## src/i2cr_consts.svh

```systemverilog
/*
  Constants of the two-wire slave register port: addresses, register map, clock rates.
  Assumes inclusion by the package and the port module; definitions only.
*/
// Function
// - the receiving side acknowledges by holding SDA low through the ninth clock.
// - not-acknowledge is SDA released high through the ninth clock's high phase.
// - the device answers a fixed 7-bit address, C0/C2 write, C1/C3 read.
// - after START and a matching address the device acknowledges, then follows direction.
// - the first written byte loads the register pointer and is acknowledged.
// - data bytes arrive MSB first, are stored if the pointer is writable, then acknowledged; a stored byte meeting a full write FIFO is not acknowledged.
// - the pointer advances by one after each stored byte.
// - a write stays open until STOP or a repeated START.
// - read data leaves on SDA MSB first, one bit per SCL cycle.
// - master acknowledge advances pointer and continues; not-acknowledge ends data.
// - reading the status register clears the power-cycled flag, set at power-up.
// - transfers work at SCL up to 400 kHz, master drives SCL.
`ifndef I2CR_CONSTS_SVH
`define I2CR_CONSTS_SVH

`define I2CR_ADDR_BASE 7'h60
`define I2CR_ADDR_ALT 7'h61
`define I2CR_NUM_REGS 18
`define I2CR_REG_STATUS 8'h0C
`define I2CR_REG_VAS_STATUS 8'h0D
`define I2CR_STATUS_PWR_BIT 0
`define I2CR_STATUS_UNUSED 2'h3
`define I2CR_CLK_HZ 125000000
`define I2CR_SCL_MAX_HZ 400000

`endif

```

## src/i2cr_pkg.sv

```systemverilog
/*
  Types of the two-wire slave register port.
  Assumes the constants header sits beside it.
*/
package i2cr_pkg;
  `include "i2cr_consts.svh"

  typedef enum logic [2:0] {
    ST_IDLE = 3'b000,
    ST_ADDR = 3'b001,
    ST_ACK = 3'b010,
    ST_RX = 3'b011,
    ST_TX = 3'b100,
    ST_MACK = 3'b101
  } i2cr_state_e;

  // one register write toward the analog side
  typedef struct packed {
    logic [7:0] addr;
    logic [7:0] data;
  } i2cr_wr_s;

  // status inputs from the analog side
  typedef struct packed {
    logic [2:0] adc;
    logic [1:0] vcp;
    logic [7:0] vas;
  } i2cr_stat_s;
endpackage

```

## src/i2cr_fifo.sv

```systemverilog
/*
  Flip-flop FIFO with valid/ready on both sides.
  Assumes one clock and an active-low asynchronous reset.
*/
`timescale 1ns/1ps
module i2cr_fifo #(
  parameter int WIDTH = 16,
  parameter int DEPTH = 8
) (
  // clock and reset
  input wire logic clk,
  input wire logic nrst,
  // fill side
  input wire logic in_valid,
  output logic in_ready,
  input wire logic [WIDTH-1:0] in_data,
  // drain side
  output logic out_valid,
  input wire logic out_ready,
  output logic [WIDTH-1:0] out_data
);
  localparam int AW = $clog2(DEPTH);
  logic [WIDTH-1:0] mem [DEPTH];
  logic [AW-1:0] wp;
  logic [AW-1:0] rp;
  logic [AW:0] cnt;
  logic push;
  logic pop;

  assign in_ready = (cnt != (AW+1)'(DEPTH));
  assign out_valid = (cnt != '0);
  assign push = in_valid && in_ready;
  assign pop = out_valid && out_ready;
  assign out_data = mem[rp];

  function automatic logic [AW-1:0] inc(input logic [AW-1:0] p);
    inc = (p == AW'(DEPTH-1)) ? '0 : p + AW'(1);
  endfunction

  always_ff @(posedge clk) begin
    if (push) begin
      mem[wp] <= in_data;
    end
  end

  always_ff @(posedge clk or negedge nrst) begin
    if (!nrst) begin
      wp <= '0;
      rp <= '0;
      cnt <= '0;
    end else begin
      if (push) wp <= inc(wp);
      if (pop) rp <= inc(rp);
      cnt <= cnt + (AW+1)'(push) - (AW+1)'(pop);
    end
  end
endmodule // i2cr_fifo

```

## src/i2cr_port.sv

```systemverilog
/*
  Two-wire slave port giving a bus master byte access to the control and status registers.
  Assumes SDA/SCL arrive from pins, resolved outside from sda_oe; writes leave through a FIFO.
*/
`timescale 1ns/1ps
`include "i2cr_consts.svh"
module i2cr_port
  import i2cr_pkg::*;
#(
  parameter int NUM_REGS = `I2CR_NUM_REGS,
  parameter int FIFO_DEPTH = 8
) (
  // clock and reset
  input wire logic clk,
  input wire logic nrst,
  // two-wire pins
  input wire logic scl_in,
  input wire logic sda_in,
  output logic sda_out,
  output logic sda_oe,
  // configuration
  input wire logic addr_sel,
  // analog side
  input wire i2cr_stat_s stat,
  output logic [NUM_REGS*8-1:0] regs_flat,
  output logic wr_valid,
  input wire logic wr_ready,
  output i2cr_wr_s wr_data
);
  // ---------------------------------------------------------------
  // pin synchronisers and bus conditions
  // ---------------------------------------------------------------
  logic [1:0] scl_sy;
  logic [1:0] sda_sy;
  logic scl_d;
  logic sda_d;
  always_ff @(posedge clk or negedge nrst) begin
    if (!nrst) begin
      scl_sy <= 2'h3;
      sda_sy <= 2'h3;
      scl_d <= 1'b1;
      sda_d <= 1'b1;
    end else begin
      scl_sy <= {scl_sy[0], scl_in};
      sda_sy <= {sda_sy[0], sda_in};
      scl_d <= scl_sy[1];
      sda_d <= sda_sy[1];
    end
  end
  logic scl_rise;
  logic scl_fall;
  logic start_c;
  logic stop_c;
  // sampled far below the 8 ns clock, so 400 kHz edges are resolved
  assign scl_rise = scl_sy[1] && !scl_d;
  assign scl_fall = !scl_sy[1] && scl_d;
  assign start_c = scl_sy[1] && scl_d && sda_d && !sda_sy[1];
  assign stop_c = scl_sy[1] && scl_d && !sda_d && sda_sy[1];

  // ---------------------------------------------------------------
  // address selection latched after reset release
  // ---------------------------------------------------------------
  logic sel_taken;
  logic sel;
  always_ff @(posedge clk or negedge nrst) begin
    if (!nrst) begin
      sel_taken <= 1'b0;
      sel <= 1'b0;
    end else if (!sel_taken) begin
      sel_taken <= 1'b1;
      sel <= addr_sel;
    end
  end
  logic [6:0] my_addr;
  assign my_addr = sel ? `I2CR_ADDR_ALT : `I2CR_ADDR_BASE;

  // ---------------------------------------------------------------
  // register store
  // ---------------------------------------------------------------
  logic [7:0] regs [NUM_REGS];
  logic pwr_flag;

  function automatic logic is_ro(input logic [7:0] a);
    is_ro = (a == `I2CR_REG_STATUS) || (a == `I2CR_REG_VAS_STATUS) || (a >= 8'(NUM_REGS));
  endfunction

  function automatic logic [7:0] rd_reg(input logic [7:0] a, input logic pf, input i2cr_stat_s s,
                                        input logic [7:0] r);
    if (a == `I2CR_REG_STATUS) rd_reg = {`I2CR_STATUS_UNUSED, s.adc, s.vcp, pf};
    else if (a == `I2CR_REG_VAS_STATUS) rd_reg = s.vas;
    else if (a >= 8'(NUM_REGS)) rd_reg = 8'h00;
    else rd_reg = r;
  endfunction

  // ---------------------------------------------------------------
  // byte engine
  // ---------------------------------------------------------------
  i2cr_state_e state;
  logic [7:0] shreg;
  logic [2:0] bitn;
  logic [7:0] ptr;
  logic is_read;
  logic ptr_phase;
  logic ack_drive;
  logic nack_pend;
  logic stall;
  logic fifo_in_ready;
  logic fifo_push;
  logic [7:0] ptr_idx_data;
  i2cr_wr_s fifo_in;

  assign ptr_idx_data = regs[ptr[4:0] < 5'(NUM_REGS) ? ptr[4:0] : 5'h0];

  // data byte complete on the eighth rising edge
  logic byte_done;
  assign byte_done = scl_rise && (bitn == 3'h7);

  // a data write that finds no room in the FIFO is not acknowledged and its record is dropped
  assign stall = (state == ST_ACK) && fifo_push && !fifo_in_ready;

  always_ff @(posedge clk or negedge nrst) begin
    if (!nrst) begin
      state <= ST_IDLE;
      shreg <= 8'h00;
      bitn <= 3'h0;
      is_read <= 1'b0;
      ptr_phase <= 1'b0;
      ack_drive <= 1'b0;
      nack_pend <= 1'b0;
      fifo_push <= 1'b0;
    end else if (stop_c) begin
      state <= ST_IDLE;
      ack_drive <= 1'b0;
      nack_pend <= 1'b0;
      fifo_push <= 1'b0;
    end else if (start_c) begin
      state <= ST_ADDR;
      bitn <= 3'h0;
      ack_drive <= 1'b0;
      nack_pend <= 1'b0;
      fifo_push <= 1'b0;
    end else begin
      case (state)
        ST_IDLE: begin
          ack_drive <= 1'b0;
        end
        ST_ADDR: begin
          if (scl_rise) begin
            shreg <= {shreg[6:0], sda_sy[1]};
            bitn <= bitn + 3'h1;
          end
          if (byte_done) begin
            if (shreg[6:0] == my_addr) begin
              is_read <= sda_sy[1];
              ptr_phase <= !sda_sy[1];
              state <= ST_ACK;
            end else begin
              state <= ST_IDLE;
            end
          end
        end
        ST_RX: begin
          if (scl_rise) begin
            shreg <= {shreg[6:0], sda_sy[1]};
            bitn <= bitn + 3'h1;
          end
          if (byte_done) begin
            state <= ST_ACK;
            // pointer byte done: later bytes are data
            ptr_phase <= 1'b0;
            fifo_push <= !ptr_phase && !is_ro(ptr);
          end
        end
        ST_ACK: begin
          if (fifo_push && fifo_in_ready) fifo_push <= 1'b0;
          // drive low from the falling edge before the ninth pulse
          if (scl_fall && !ack_drive && !nack_pend) begin
            if (stall) begin
              // no room: release for the ninth pulse and drop the record
              nack_pend <= 1'b1;
              fifo_push <= 1'b0;
            end else begin
              ack_drive <= 1'b1;
            end
          end else if (scl_fall) begin
            ack_drive <= 1'b0;
            nack_pend <= 1'b0;
            bitn <= 3'h0;
            if (is_read) begin
              state <= ST_TX;
              shreg <= rd_reg(ptr, pwr_flag, stat, ptr_idx_data);
            end else begin
              state <= ST_RX;
            end
          end
        end
        ST_TX: begin
          if (scl_fall) begin
            bitn <= bitn + 3'h1;
            shreg <= {shreg[6:0], 1'b0};
            if (bitn == 3'h7) state <= ST_MACK;
          end
        end
        ST_MACK: begin
          if (scl_rise && sda_sy[1]) begin
            state <= ST_IDLE;
          end else if (scl_fall) begin
            // master acknowledged: next register leaves from this fall
            bitn <= 3'h0;
            state <= ST_TX;
            shreg <= rd_reg(ptr, pwr_flag, stat, ptr_idx_data);
          end
        end
        default: state <= ST_IDLE;
      endcase
    end
  end

  // ---------------------------------------------------------------
  // register pointer and status flag
  // ---------------------------------------------------------------
  logic ptr_load;
  logic ptr_adv;
  logic status_rd;
  assign ptr_load = (state == ST_RX) && byte_done && ptr_phase;
  assign ptr_adv = ((state == ST_RX) && byte_done && !ptr_phase)
                 || ((state == ST_MACK) && scl_rise && !sda_sy[1]);
  // taken when the status byte is loaded for sending
  assign status_rd = (ptr == `I2CR_REG_STATUS) && scl_fall
                   && (((state == ST_ACK) && is_read && ack_drive) || (state == ST_MACK));

  always_ff @(posedge clk or negedge nrst) begin
    if (!nrst) begin
      ptr <= 8'h00;
    end else if (ptr_load) begin
      ptr <= {shreg[6:0], sda_sy[1]};
    end else if (ptr_adv) begin
      ptr <= ptr + 8'h01;
    end
  end

  always_ff @(posedge clk or negedge nrst) begin
    if (!nrst) begin
      pwr_flag <= 1'b1;
    end else if (status_rd) begin
      pwr_flag <= 1'b0;
    end
  end

  // ---------------------------------------------------------------
  // register write path and outgoing FIFO
  // ---------------------------------------------------------------
  always_ff @(posedge clk or negedge nrst) begin
    if (!nrst) begin
      for (int i = 0; i < NUM_REGS; i++) regs[i] <= 8'h00;
      fifo_in <= '0;
    end else if ((state == ST_RX) && byte_done && !ptr_phase) begin
      fifo_in <= '{addr: ptr, data: {shreg[6:0], sda_sy[1]}};
      if (!is_ro(ptr)) regs[ptr[4:0]] <= {shreg[6:0], sda_sy[1]};
    end
  end

  i2cr_fifo #(.WIDTH(16), .DEPTH(FIFO_DEPTH)) u_fifo (
    .clk(clk),
    .nrst(nrst),
    .in_valid(fifo_push),
    .in_ready(fifo_in_ready),
    .in_data(fifo_in),
    .out_valid(wr_valid),
    .out_ready(wr_ready),
    .out_data(wr_data)
  );

  always_comb begin
    for (int i = 0; i < NUM_REGS; i++) regs_flat[i*8 +: 8] = regs[i];
  end

  // ---------------------------------------------------------------
  // open-drain SDA
  // ---------------------------------------------------------------
  always_ff @(posedge clk or negedge nrst) begin
    if (!nrst) begin
      sda_oe <= 1'b0;
    end else begin
      // master not-acknowledge left to the master; data 1 is a release
      sda_oe <= ack_drive || ((state == ST_TX) && !shreg[7]);
    end
  end
  assign sda_out = 1'b0;
endmodule // i2cr_port

```

## config.mk

```make
export PLATFORM = sky130hd
export DESIGN_NAME = i2cr_port
export DESIGN_NICKNAME = d
export VERILOG_FILES = /design/src/i2cr_pkg.sv /design/src/i2cr_fifo.sv /design/src/i2cr_port.sv
export VERILOG_INCLUDE_DIRS = /design/src
export SDC_FILE = /design/constraint.sdc
export NUM_CORES = 1
export LEC_CHECK = 0
export BUFFER_PORTS_ARGS = -buffer_cell sky130_fd_sc_hd__clkbuf_2
export CAP_MARGIN = 20
export CORE_UTILIZATION = 58
export CTS_CLUSTER_SIZE = 20
export DETAILED_ROUTE_END_ITERATION = 16
export PLACE_DENSITY = 0.89
export SLEW_MARGIN = 40
export SYNTH_ARGS = -nofsm -noshare
export SYNTH_HDL_FRONTEND = slang
export SYNTH_SLANG_ARGS = --single-unit
```

## constraint.sdc

```tcl
create_clock -name clk -period 3.5 [get_ports clk]
set_input_delay 0.525 -clock clk [delete_from_list [all_inputs] [get_ports clk]]
set_output_delay 0.525 -clock clk [all_outputs]
set_load 0.02 [all_outputs]
```

==> qor.csv, run 1 <==
metric,value,unit
worst slew pin tran,805.5,ps
Final ANT Viol Nets,0,
number of global-route vias before repair,10410,
hold_ws,-48.25,ps
register area share after synthesis,59.64,%
reg-to-reg startpoint,bitn[0]$_DFFE_PN0P_,
Clock Sinks,335,
max cap viols,0,
CP Launch Type,flip-flop,
Initial DRC Count,1409,
Worst slew margin,46.30,%
Seq. cell area,9045,um2
Rows,58,
Final period util,86.81,%
fin. max-slew vios,0,
gr usage total,30.58,%
"Top FF cell, synth",dfrtp_1,
"Max FO, Critical Path",21,
clk root buf,clkbuf_16,
PortBufs,180,
die footprint,26760,um2
top post-synthesis cells by area,"dfrtp_1, edfxtp_1, mux2_2",
Synth Cell Area,15140,um2
Setup Viol. Count Final,0,
Worst-Skew Late Latency,520,ps
P&R area growth vs syn,16.61,%
n_diodes,0,
HPWL Detailed,26460,um
DRT Pass-1 Iters,6,
Core ar.,25400,um2
DRC viols,0,
via count,10420,
CP Class,reg -> out,
status,"complete, but fails checks",
Hold WC Path Type,in -> async,
"commonest non-fill, non-tap cell in the layout",dfrtp_1,
Mapped Cells,1087,
worst r2r dst,regs_flat[23]$_DFFE_PN0P_,
number of distinct library cells after synthesis,66,
asr flop ratio synth,61.79,%
worst-path cell chain,buf_12 -> mux4_2 -> mux2_2 -> clkbuf_2,
Mean Syn Cell Area,13.93,um2
routed length per instance,24.83,um
clock slew at reported path FFs,60,ps
"Largest delay share family, worst path",multiplexers,
TritonCTS clock tree,done,
initial antenna violation count,0,
P_leak,0.007659,uW
syn_nets,1123,
most frequent cells in the layout,"dfrtp_1, clkbuf_2, mux2_2",
Die Ht,163.6,um
largest net degree at the start of global routing,113,
RSZ-0062 raised after global routing,no,
clock buffer depth,3,
post-synth top area share,33.05,%
crit path time final,3038,ps
GPL Wtd Cong,0.9637,
Bufs and invs on worst path,2,
proportion of layout cells with a drive suffix above 1,38.65,%
first-pass GRT wire length,61270,um
post-cts hold buffer count,0,
Worst VDD drop,524.7,uV
total grt overflow,0,
power per cell area,541.3,nW/um2
R2R setup slack,550,ps
setup repair bufs after CTS,0,
Fmax achieved,0.3291,GHz
Fin. Hold Viols,14,
"wirelength, routed",40120,um
Starting Density,59.63,%
I/O pin count,182,
number of synthesized register bits,335,
master of the slowest instance on the critical path,dfrtp_2,
cts repair resizes,0,
setup TNS,0,ps
CTS H-tree lvls,2,
worst endpoint required time,2970,ps
"EDFF count, synth",128,
Worst EP arrival,2510,ps
Critical Path Max Stage Delay,670,ps
die width,163.6,um
Fillers,1705,
Final #Nets,1297,
"area leader, netlist",dfrtp_1,
yosys warns,0,
skew final,13.83,ps
R2R cell count,8,
failing checks,negative hold slack,
area of the multi-input gates,5724,um2
cts bufs inserted,35,
Vias per Instance,6.450,
WP depth,4,
crit path capture type,output port,
==> layer usage <==
| metal | up-vias | share of wire, % | GRT usage (%) |
|---|---|---|---|
| li1 | 4434 | - | - |
| met5 | - | 0 | 0 |
| met3 | 159 | 9.3 | 6.171 |
| met1 | 5169 | 37 | 39.94 |
| met2 | 662 | 48 | 49.42 |
| met4 | 0 | 4.9 | 14.02 |
==> synth_stat cells, types with 4 or more instances <==
cell	instances
mux4_2	37
buf_1	6
o221ai_1	10
o211ai_1	6
nand2_2	4
nor2b_1	6
dfrtp_1	200
nor2_1	57
nor2_8	8
mux2i_1	31
a31oi_1	15
o22ai_1	13
o21ai_0	34
ha_1	16
clkbuf_1	69
a211oi_1	10
a21oi_1	45
or3_1	5
and3_1	6
mux2_1	25
nand2b_1	15
nand3_1	10
mux2_2	143
inv_1	28
nor3b_1	4
o31ai_1	9
nand2_1	39
a21o_1	5
edfxtp_1	128
nor3_1	17
nor3_2	6
dfstp_2	7
buf_2	6
a221oi_1	5
o31a_1	5
==> through the flow <==
| step | instance area, um2 | utilization (%) | std cells | worst slack [ps] | total power [uW] |
|---|---|---|---|---|---|
| 2_1_floorplan | 15140 | - | 1087 | 502.0 | 5431 |
| 3_3_place_gp | 16510 | 65.02 | 1553 | 638.8 | 5913 |
| 3_5_place_dp | 16540 | 65.12 | 1554 | 592.8 | 5976 |
| 4_1_cts | 17650 | 69.48 | 1616 | 420.5 | 9583 |
| 5_1_grt | 17660 | 69.53 | 1616 | 336.1 | 9878 |
| 6_report | 17660 | 69.53 | 1616 | 461.7 | 9560 |
==> cells by family (layout without fill, tap and decap cells) <==
family                     Yosys count  in the layout  synth area share (%)
DFF                                335            335                 59.64
and+or+nand+nor                    197            197                 7.551
buffers and inverters              111            310                 2.850
other                                2              2               0.04959
AOI/OAI and AO/OA                  184            184                 8.121
muxes                              236            236                 20.04
xor gates and xnor gates             5              5                0.2892
adders and majority gates           17             17                 1.454
==> report_power, final <==
group | total (uW) | internal (uW) | switching, uW
Sequential | 4510 | 4170 | 334
Clock | 3640 | 2110 | 1520
Combinational | 1420 | 640 | 776
==> flip-flops by register name, summed over array words and instances, names as in the netlist, 2 cells and up <==
| register | flops |
|---|---|
| u_fifo.mem | 128 |
| u_fifo.rp | 3 |
| sda_sy | 2 |
| regs_flat | 144 |
| u_fifo.cnt | 4 |
| ptr | 8 |
| fifo_in | 16 |
| shreg | 8 |
| bitn | 3 |
| state | 3 |
| scl_sy | 2 |
| u_fifo.wp | 3 |
==> worst max path at each step <==
stage                             start                          to  slack [ps]
3_3_place_gp        bitn[0]$_DFFE_PN0P_   regs_flat[42]$_DFFE_PN0P_         640
4_1_cts        u_fifo.rp[0]$_DFFE_PN0P_                 wr_data[15]         420
3_5_place_dp        bitn[0]$_DFFE_PN0P_   regs_flat[31]$_DFFE_PN0P_         590
2_1_floorplan   u_fifo.cnt[2]$_DFF_PN0_  u_fifo.mem[0][0]$_DFFE_PP_         500
6_report       u_fifo.rp[0]$_DFFE_PN0P_                 wr_data[15]         460
5_1_grt        u_fifo.rp[0]$_DFFE_PN0P_                 wr_data[15]         340
==> layout make-up <==
cell class	instances	share of cell area, %
clock buffers	45	5.286
flip-flops and latches	335	51.22
repair buffers	220	7.170
well taps	330	2.338
multi-input cells	641	32.41
clock inverters	17	0.9778
inverters	28	0.5952
==> worst register-to-register path: stages (launching register included) <==
cell	delay, ps
dfrtp_1	370
ha_1	160
ha_1	220
nand4b_4	180
nor3_4	330
o2111ai_4	250
or3_1	660
nor2_8	290
mux2_1	370
(Power assumes the default switching activity.)
==> run 2, diff against run 1 <==
--- a/config.mk
+++ b/config.mk
@@ -9,9 +9,11 @@
 export BUFFER_PORTS_ARGS = -buffer_cell sky130_fd_sc_hd__clkbuf_2
 export CAP_MARGIN = 20
 export CORE_UTILIZATION = 58
+export CTS_CLUSTER_DIAMETER = 40
 export CTS_CLUSTER_SIZE = 20
 export DETAILED_ROUTE_END_ITERATION = 16
 export PLACE_DENSITY = 0.89
+export SETUP_SLACK_MARGIN = 0.4
 export SLEW_MARGIN = 40
 export SYNTH_ARGS = -nofsm -noshare
 export SYNTH_HDL_FRONTEND = slang
==> constraint.sdc (replaced) <==
create_clock -name clk -period 2.8 [get_ports clk]
set_input_delay 0.42 -clock clk [delete_from_list [all_inputs] [get_ports clk]]
set_output_delay 0.42 -clock clk [all_outputs]
set_load 0.02 [all_outputs]
==> run 2 against run 1 <==
The run now ends clean. Critical path type unchanged. Sequential share of layout area shrank 3.6 points. Die area stayed put. Highest routed layer unchanged. Clock power grew 41%. Combinational power is 92% higher. Power rose by 38%. Design area grew 7.4%.
==> qor.csv, run 2 (synthesis results as in run 1) <==
metric,value,unit
status,completed,
DRT Pass-1 Iters,5,
initial antenna violation count,0,
part of the power in combinational logic,20.6,%
Worst EP arrival,2200,ps
Worst-Skew Late Latency,550,ps
Worst VDD drop,682.6,uV
largest net degree at the start of global routing,81,
crit path time final,2620,ps
Starting Density,59.63,%
P&R area growth vs syn,25.21,%
Initial DRC Count,1267,
die footprint,26760,um2
routed length per instance,25.91,um
Critical Path Max Stage Delay,500,ps
power per cell area,697.2,nW/um2
PortBufs,180,
Bufs and invs on worst path,3,
Final #Nets,1352,
net switching power,3835,uW
Setup Viol. Count Final,0,
total grt overflow,0,
die width,163.6,um
worst-path cell chain,buf_12 -> clkbuf_16 -> mux4_2 -> mux2_2 -> buf_4,
clock share of power,38.9,%
Final ANT Viol Nets,0,
cts bufs inserted,39,
DRC viols,0,
fin worst setup slack,180.3,ps
Setup WS pre-CTS,110.6,ps
CP Class,reg -> out,
RSZ-0062 raised after global routing,yes,
"commonest non-fill, non-tap cell in the layout",dfrtp_1,
master of the slowest instance on the critical path,mux4_2,
clk root buf,clkbuf_16,
P_leak,0.008251,uW
skew final,33.54,ps
crit path capture type,output port,
fin. max-slew vios,0,
Internal Power,9386,uW
most frequent cells in the layout,"dfrtp_1, clkbuf_2, edfxtp_1",
setup TNS,0,ps
worst endpoint required time,2380,ps
Final period util,93.56,%
worst slew pin tran,676.2,ps
Worst Hold Launch,addr_sel,
Hold WC Path Type,in -> reg,
TritonCTS clock tree,done,
Fillers,1524,
Fin. Hold Viols,0,
Clock Sinks,335,
Rows,58,
CP Launch Type,flip-flop,
GPL Wtd Cong,0.9196,
via count,10770,
first-pass GRT wire length,65880,um
sequential power share,40.5,%
Worst slew margin,54.92,%
"Max FO, Critical Path",5,
clock buffer depth,3,
n_diodes,0,
reg-to-reg startpoint,bitn[0]$_DFFE_PN0P_,
I/O pin count,182,
final core occ,74.66,%
max cap viols,0,
CTS H-tree lvls,2,
Vias per Instance,6.430,
HPWL Detailed,27600,um
Die Ht,163.6,um
proportion of layout cells with a drive suffix above 1,44.61,%
"Largest delay share family, worst path",multiplexers,
"wirelength, routed",43400,um
max FFs per register,144,
gr usage total,33.01,%
number of global-route vias before repair,11180,
Fmax achieved,0.3817,GHz
Worst Setup SP,u_fifo.rp[0]$_DFFE_PN0P_,
clock slew at reported path FFs,60,ps
sw frac,29.01,%
Core ar.,25400,um2
[run 2: changes by cell type in the layout (fill, tap and decap cells not counted), moves of 6 or more]
cell,before,now
inv_6,3,9
clkbuf_2,179,165
mux2_1,25,1
buf_6,2,25
mux2_2,143,87
buf_12,3,9
mux2_4,0,80
clkbuf_16,36,42
buf_4,35,62
[run 2: metal layers]
metal | GRT usage [%] | vias up | routed length [um]
met5 | 0 | - | 0
met4 | 16.84 | 0 | 2168
met3 | 5.993 | 168 | 3861
met2 | 53.93 | 666 | 21230
met1 | 42.38 | 5400 | 16130
li1 | - | 4536 | -
[run 2: per-stage QoR]
stage	cell area (um2)	hold WS (ps)	instances	total power [uW]
after global routing	18960	102.4	1675	13630
after global placement	16840	348.3	1580	7506
after detailed placement	16840	347.2	1580	7585
after CTS	18600	98.36	1668	12890
after floorplan	15300	124.4	1087	6840
final	18960	108.9	1675	13220
[run 2: area by class of cell]
cell class / instances / area [um2] / area share, %
clock buffers: 45 / 1040 / 5.483
clock inverters: 25 / 274.0 / 1.445
inverters: 28 / 105.1 / 0.5542
multi-input cells: 641 / 6171 / 32.54
flip-flops and latches: 335 / 9039 / 47.66
well taps: 330 / 412.9 / 2.177
repair buffers: 271 / 1922 / 10.13
[run 2: power by group through the flow]
| stage | sequential [uW] | clock, uW | combinational (uW) |
|---|---|---|---|
| 2_1_floorplan | 5390 | 0 | 1450 |
| 3_3_place_gp | 5430 | 0 | 2080 |
| 3_5_place_dp | 5440 | 0 | 2150 |
| 4_1_cts | 5350 | 5160 | 2380 |
| 5_1_grt | 5370 | 5380 | 2880 |
| 6_report | 5350 | 5140 | 2730 |
[run 2: timing repair]
action                                  4_1_cts  5_1_grt
gates resized for setup                      58       85
endpoints found under the hold margin        71        0
buffers inserted                             13        4
endpoints found under the setup margin      124      175
hold buffers                                  3        0
pin swaps                                    12       17
cloned                                        2        3
[run 2: final timing paths]
| check | end | cells past startpoint | slack, ps |
|---|---|---|---|
| min | sel$_DFFE_PN0N_ | 2 | 110 |
| max in group asynchronous | sda_sy[0]$_DFF_PN1_ | 3 | 1500 |
| max | wr_data[4] | 5 | 180 |
| min in group asynchronous | regs_flat[87]$_DFFE_PN0P_ | 2 | 490 |
| max reg2reg | regs_flat[58]$_DFFE_PN0P_ | 10 | 300 |
| min reg2reg | sda_sy[1]$_DFF_PN1_ | 0 | 360 |
==> run 3, diff against run 2 <==
--- a/config.mk
+++ b/config.mk
@@ -8,11 +8,11 @@
 export LEC_CHECK = 0
 export BUFFER_PORTS_ARGS = -buffer_cell sky130_fd_sc_hd__clkbuf_2
 export CAP_MARGIN = 20
-export CORE_UTILIZATION = 58
+export CORE_UTILIZATION = 53
 export CTS_CLUSTER_DIAMETER = 40
 export CTS_CLUSTER_SIZE = 20
 export DETAILED_ROUTE_END_ITERATION = 16
-export PLACE_DENSITY = 0.89
+export PLACE_DENSITY = 0.86
 export SETUP_SLACK_MARGIN = 0.4
 export SLEW_MARGIN = 40
 export SYNTH_ARGS = -nofsm -noshare
==> constraint.sdc (replaced) <==
create_clock -name clk -period 2.4 [get_ports clk]
set_input_delay 0.36 -clock clk [delete_from_list [all_inputs] [get_ports clk]]
set_output_delay 0.36 -clock clk [all_outputs]
set_load 0.02 [all_outputs]
==> run 3 against run 2 <==
The run now ends with negative setup slack left. Clock-buffer cell count up 6. Global-route usage up 2.1 points. Sequential share of layout area down 4.9 points. Die area up 9.3%. Sequential power up 16%. Final cell count up 8.7%. Combinational power up 29%. Routed wire length up 24%. Critical path depth unchanged. Worst setup slack worse by 410 ps. Via count up 12%. Critical endpoint is now wr_data[5]. Highest routed layer unchanged.
==> qor.csv, run 3 (synthesis results as in run 1) <==
metric,value,unit
status,"complete, but fails checks",
failing checks,negative setup slack,
Final ANT Viol Nets,0,
die footprint,29250,um2
worst endpoint required time,2040,ps
DRT Pass-1 Iters,6,
DRC viols,0,
Rows,61,
Worst-Skew Late Latency,560,ps
crit path time final,2626,ps
Clock Sinks,335,
RSZ-0062 raised after global routing,yes,
power per cell area,768.8,nW/um2
Worst slew margin,50.43,%
Fmax achieved,0.3809,GHz
CP Class,reg -> out,
proportion of layout cells with a drive suffix above 1,55.20,%
clock slew at reported path FFs,60,ps
Vias per Instance,6.613,
clock share of power,39.9,%
die width,171.0,um
TritonCTS clock tree,done,
Fin. Hold Viols,0,
number of global-route vias before repair,12220,
Worst VDD drop,606.5,uV
final core occ,75.63,%
part of the power in combinational logic,21.7,%
max cap viols,0,
Setup Viol. Count Final,68,
skew final,33.80,ps
clock buffer depth,3,
Starting Density,54.21,%
PortBufs,180,
most frequent cells in the layout,"dfrtp_1, clkbuf_2, mux2_4",
n_diodes,0,
Internal Power,11390,uW
worst slew pin tran,737.9,ps
"Max FO, Critical Path",8,
sw frac,29.90,%
Die Ht,171.0,um
Worst EP arrival,2270,ps
I/O pin count,182,
fin worst setup slack,-225.6,ps
HPWL Detailed,28980,um
"Power, Total",16240,uW
Core ar.,27930,um2
largest net degree at the start of global routing,59,
GPL Wtd Cong,0.9529,
routed length per instance,29.53,um
P&R area growth vs syn,39.50,%
Final period util,109.4,%
CTS H-tree lvls,2,
Hold WC Path Type,in -> reg,
CP Launch Type,flip-flop,
via count,12040,
"wirelength, routed",53750,um
gr usage total,35.07,%
net switching power,4856,uW
clk root buf,clkbuf_16,
"commonest non-fill, non-tap cell in the layout",dfrtp_1,
fin. max-slew vios,0,
max FFs per register,144,
crit path capture type,output port,
sequential power share,38.4,%
Final #Nets,1445,
P_leak,0.009092,uW
total grt overflow,0,
initial antenna violation count,0,
first-pass GRT wire length,75560,um
Initial DRC Count,1445,
cts bufs inserted,42,
[run 3: cell types whose count changed in the layout (fill, tap and decap cells not counted), sizes merged]
| cell | before | now |
|---|---|---|
| buf | 100 | 185 |
| clkbuf | 213 | 222 |
| inv | 43 | 40 |
| bufbuf | 0 | 2 |
| clkinv | 8 | 10 |
| bufinv | 1 | 2 |
| clkinvlp | 1 | 2 |
[run 3: per-layer routing]
| metal | share of wire [%] | GRT usage [%] | vias up |
|---|---|---|---|
| met5 | 0 | 0 | - |
| met4 | 6.8 | 19.68 | 0 |
| met3 | 9.9 | 8.328 | 314 |
| li1 | - | - | 4747 |
| met1 | 34 | 42.08 | 6020 |
| met2 | 49 | 58.24 | 954 |
[run 3: what timing repair did]
item                                    in CTS  in global routing
pin swaps                                   51                 38
endpoints found under the hold margin       55                  0
setup buffers                               48                 23
gates cloned                                 4                  4
endpoints found under the setup margin     181                220
hold buffers                                 3                  0
gates resized for setup                    250                116
[run 3: critical path, cell delays in order, from the launching register on]
cell and delay (ps):
dfrtp_2 420, buf_6 140, buf_16 150, mux4_2 580, mux2_4 310, buf_6 130
[run 3: cell type report]
class | instances | area [um2]
tap | 378 | 473.0
sequential | 335 | 9041
clock inverter | 26 | 311.5
timing repair buffer | 361 | 2937
clock buffer | 51 | 1126
fill | 1505 | 6808
inverter | 28 | 107.6
multi-input combinational | 641 | 7131
[run 3: path summary, 6_finish.rpt]
path / startpoint / end / slack [ps] / depth (start not counted)
min: addr_sel / sel$_DFFE_PN0N_ / 50 / 2
max reg2reg: ptr[1]$_DFFE_PN0P_ / shreg[4]$_DFFE_PN0P_ / -150 / 10
min in group asynchronous: nrst / regs_flat[17]$_DFFE_PN0P_ / 370 / 2
max in group asynchronous: nrst / regs_flat[116]$_DFFE_PN0P_ / 1300 / 3
min reg2reg: sda_sy[0]$_DFF_PN1_ / sda_sy[1]$_DFF_PN1_ / 350 / 0
max: u_fifo.rp[0]$_DFFE_PN0P_ / wr_data[5] / -230 / 5
[run 3: power groups by stage]
stage | combinational [uW] | sequential [uW] | clock (uW)
after floorplan | 1740 | 6290 | 0
after global placement | 2550 | 6290 | 0
after detailed placement | 2640 | 6300 | 0
after CTS | 3030 | 6200 | 6460
after global routing | 3710 | 6230 | 6740
final | 3530 | 6230 | 6480
[run 3: per-stage QoR]
step	hold WS, ps	setup TNS, ps	area, um2	std cells	setup slack [ps]
2_1_floorplan	64.41	-3384	15530	1087	-101.9
3_3_place_gp	347.9	-1.951	17390	1661	-1.951
3_5_place_dp	347.6	-291.6	17390	1661	-45.74
4_1_cts	44.43	-2956	20390	1793	-176.3
5_1_grt	51.06	-8851	21130	1820	-300.6
6_report	45.07	-4149	21130	1820	-225.6
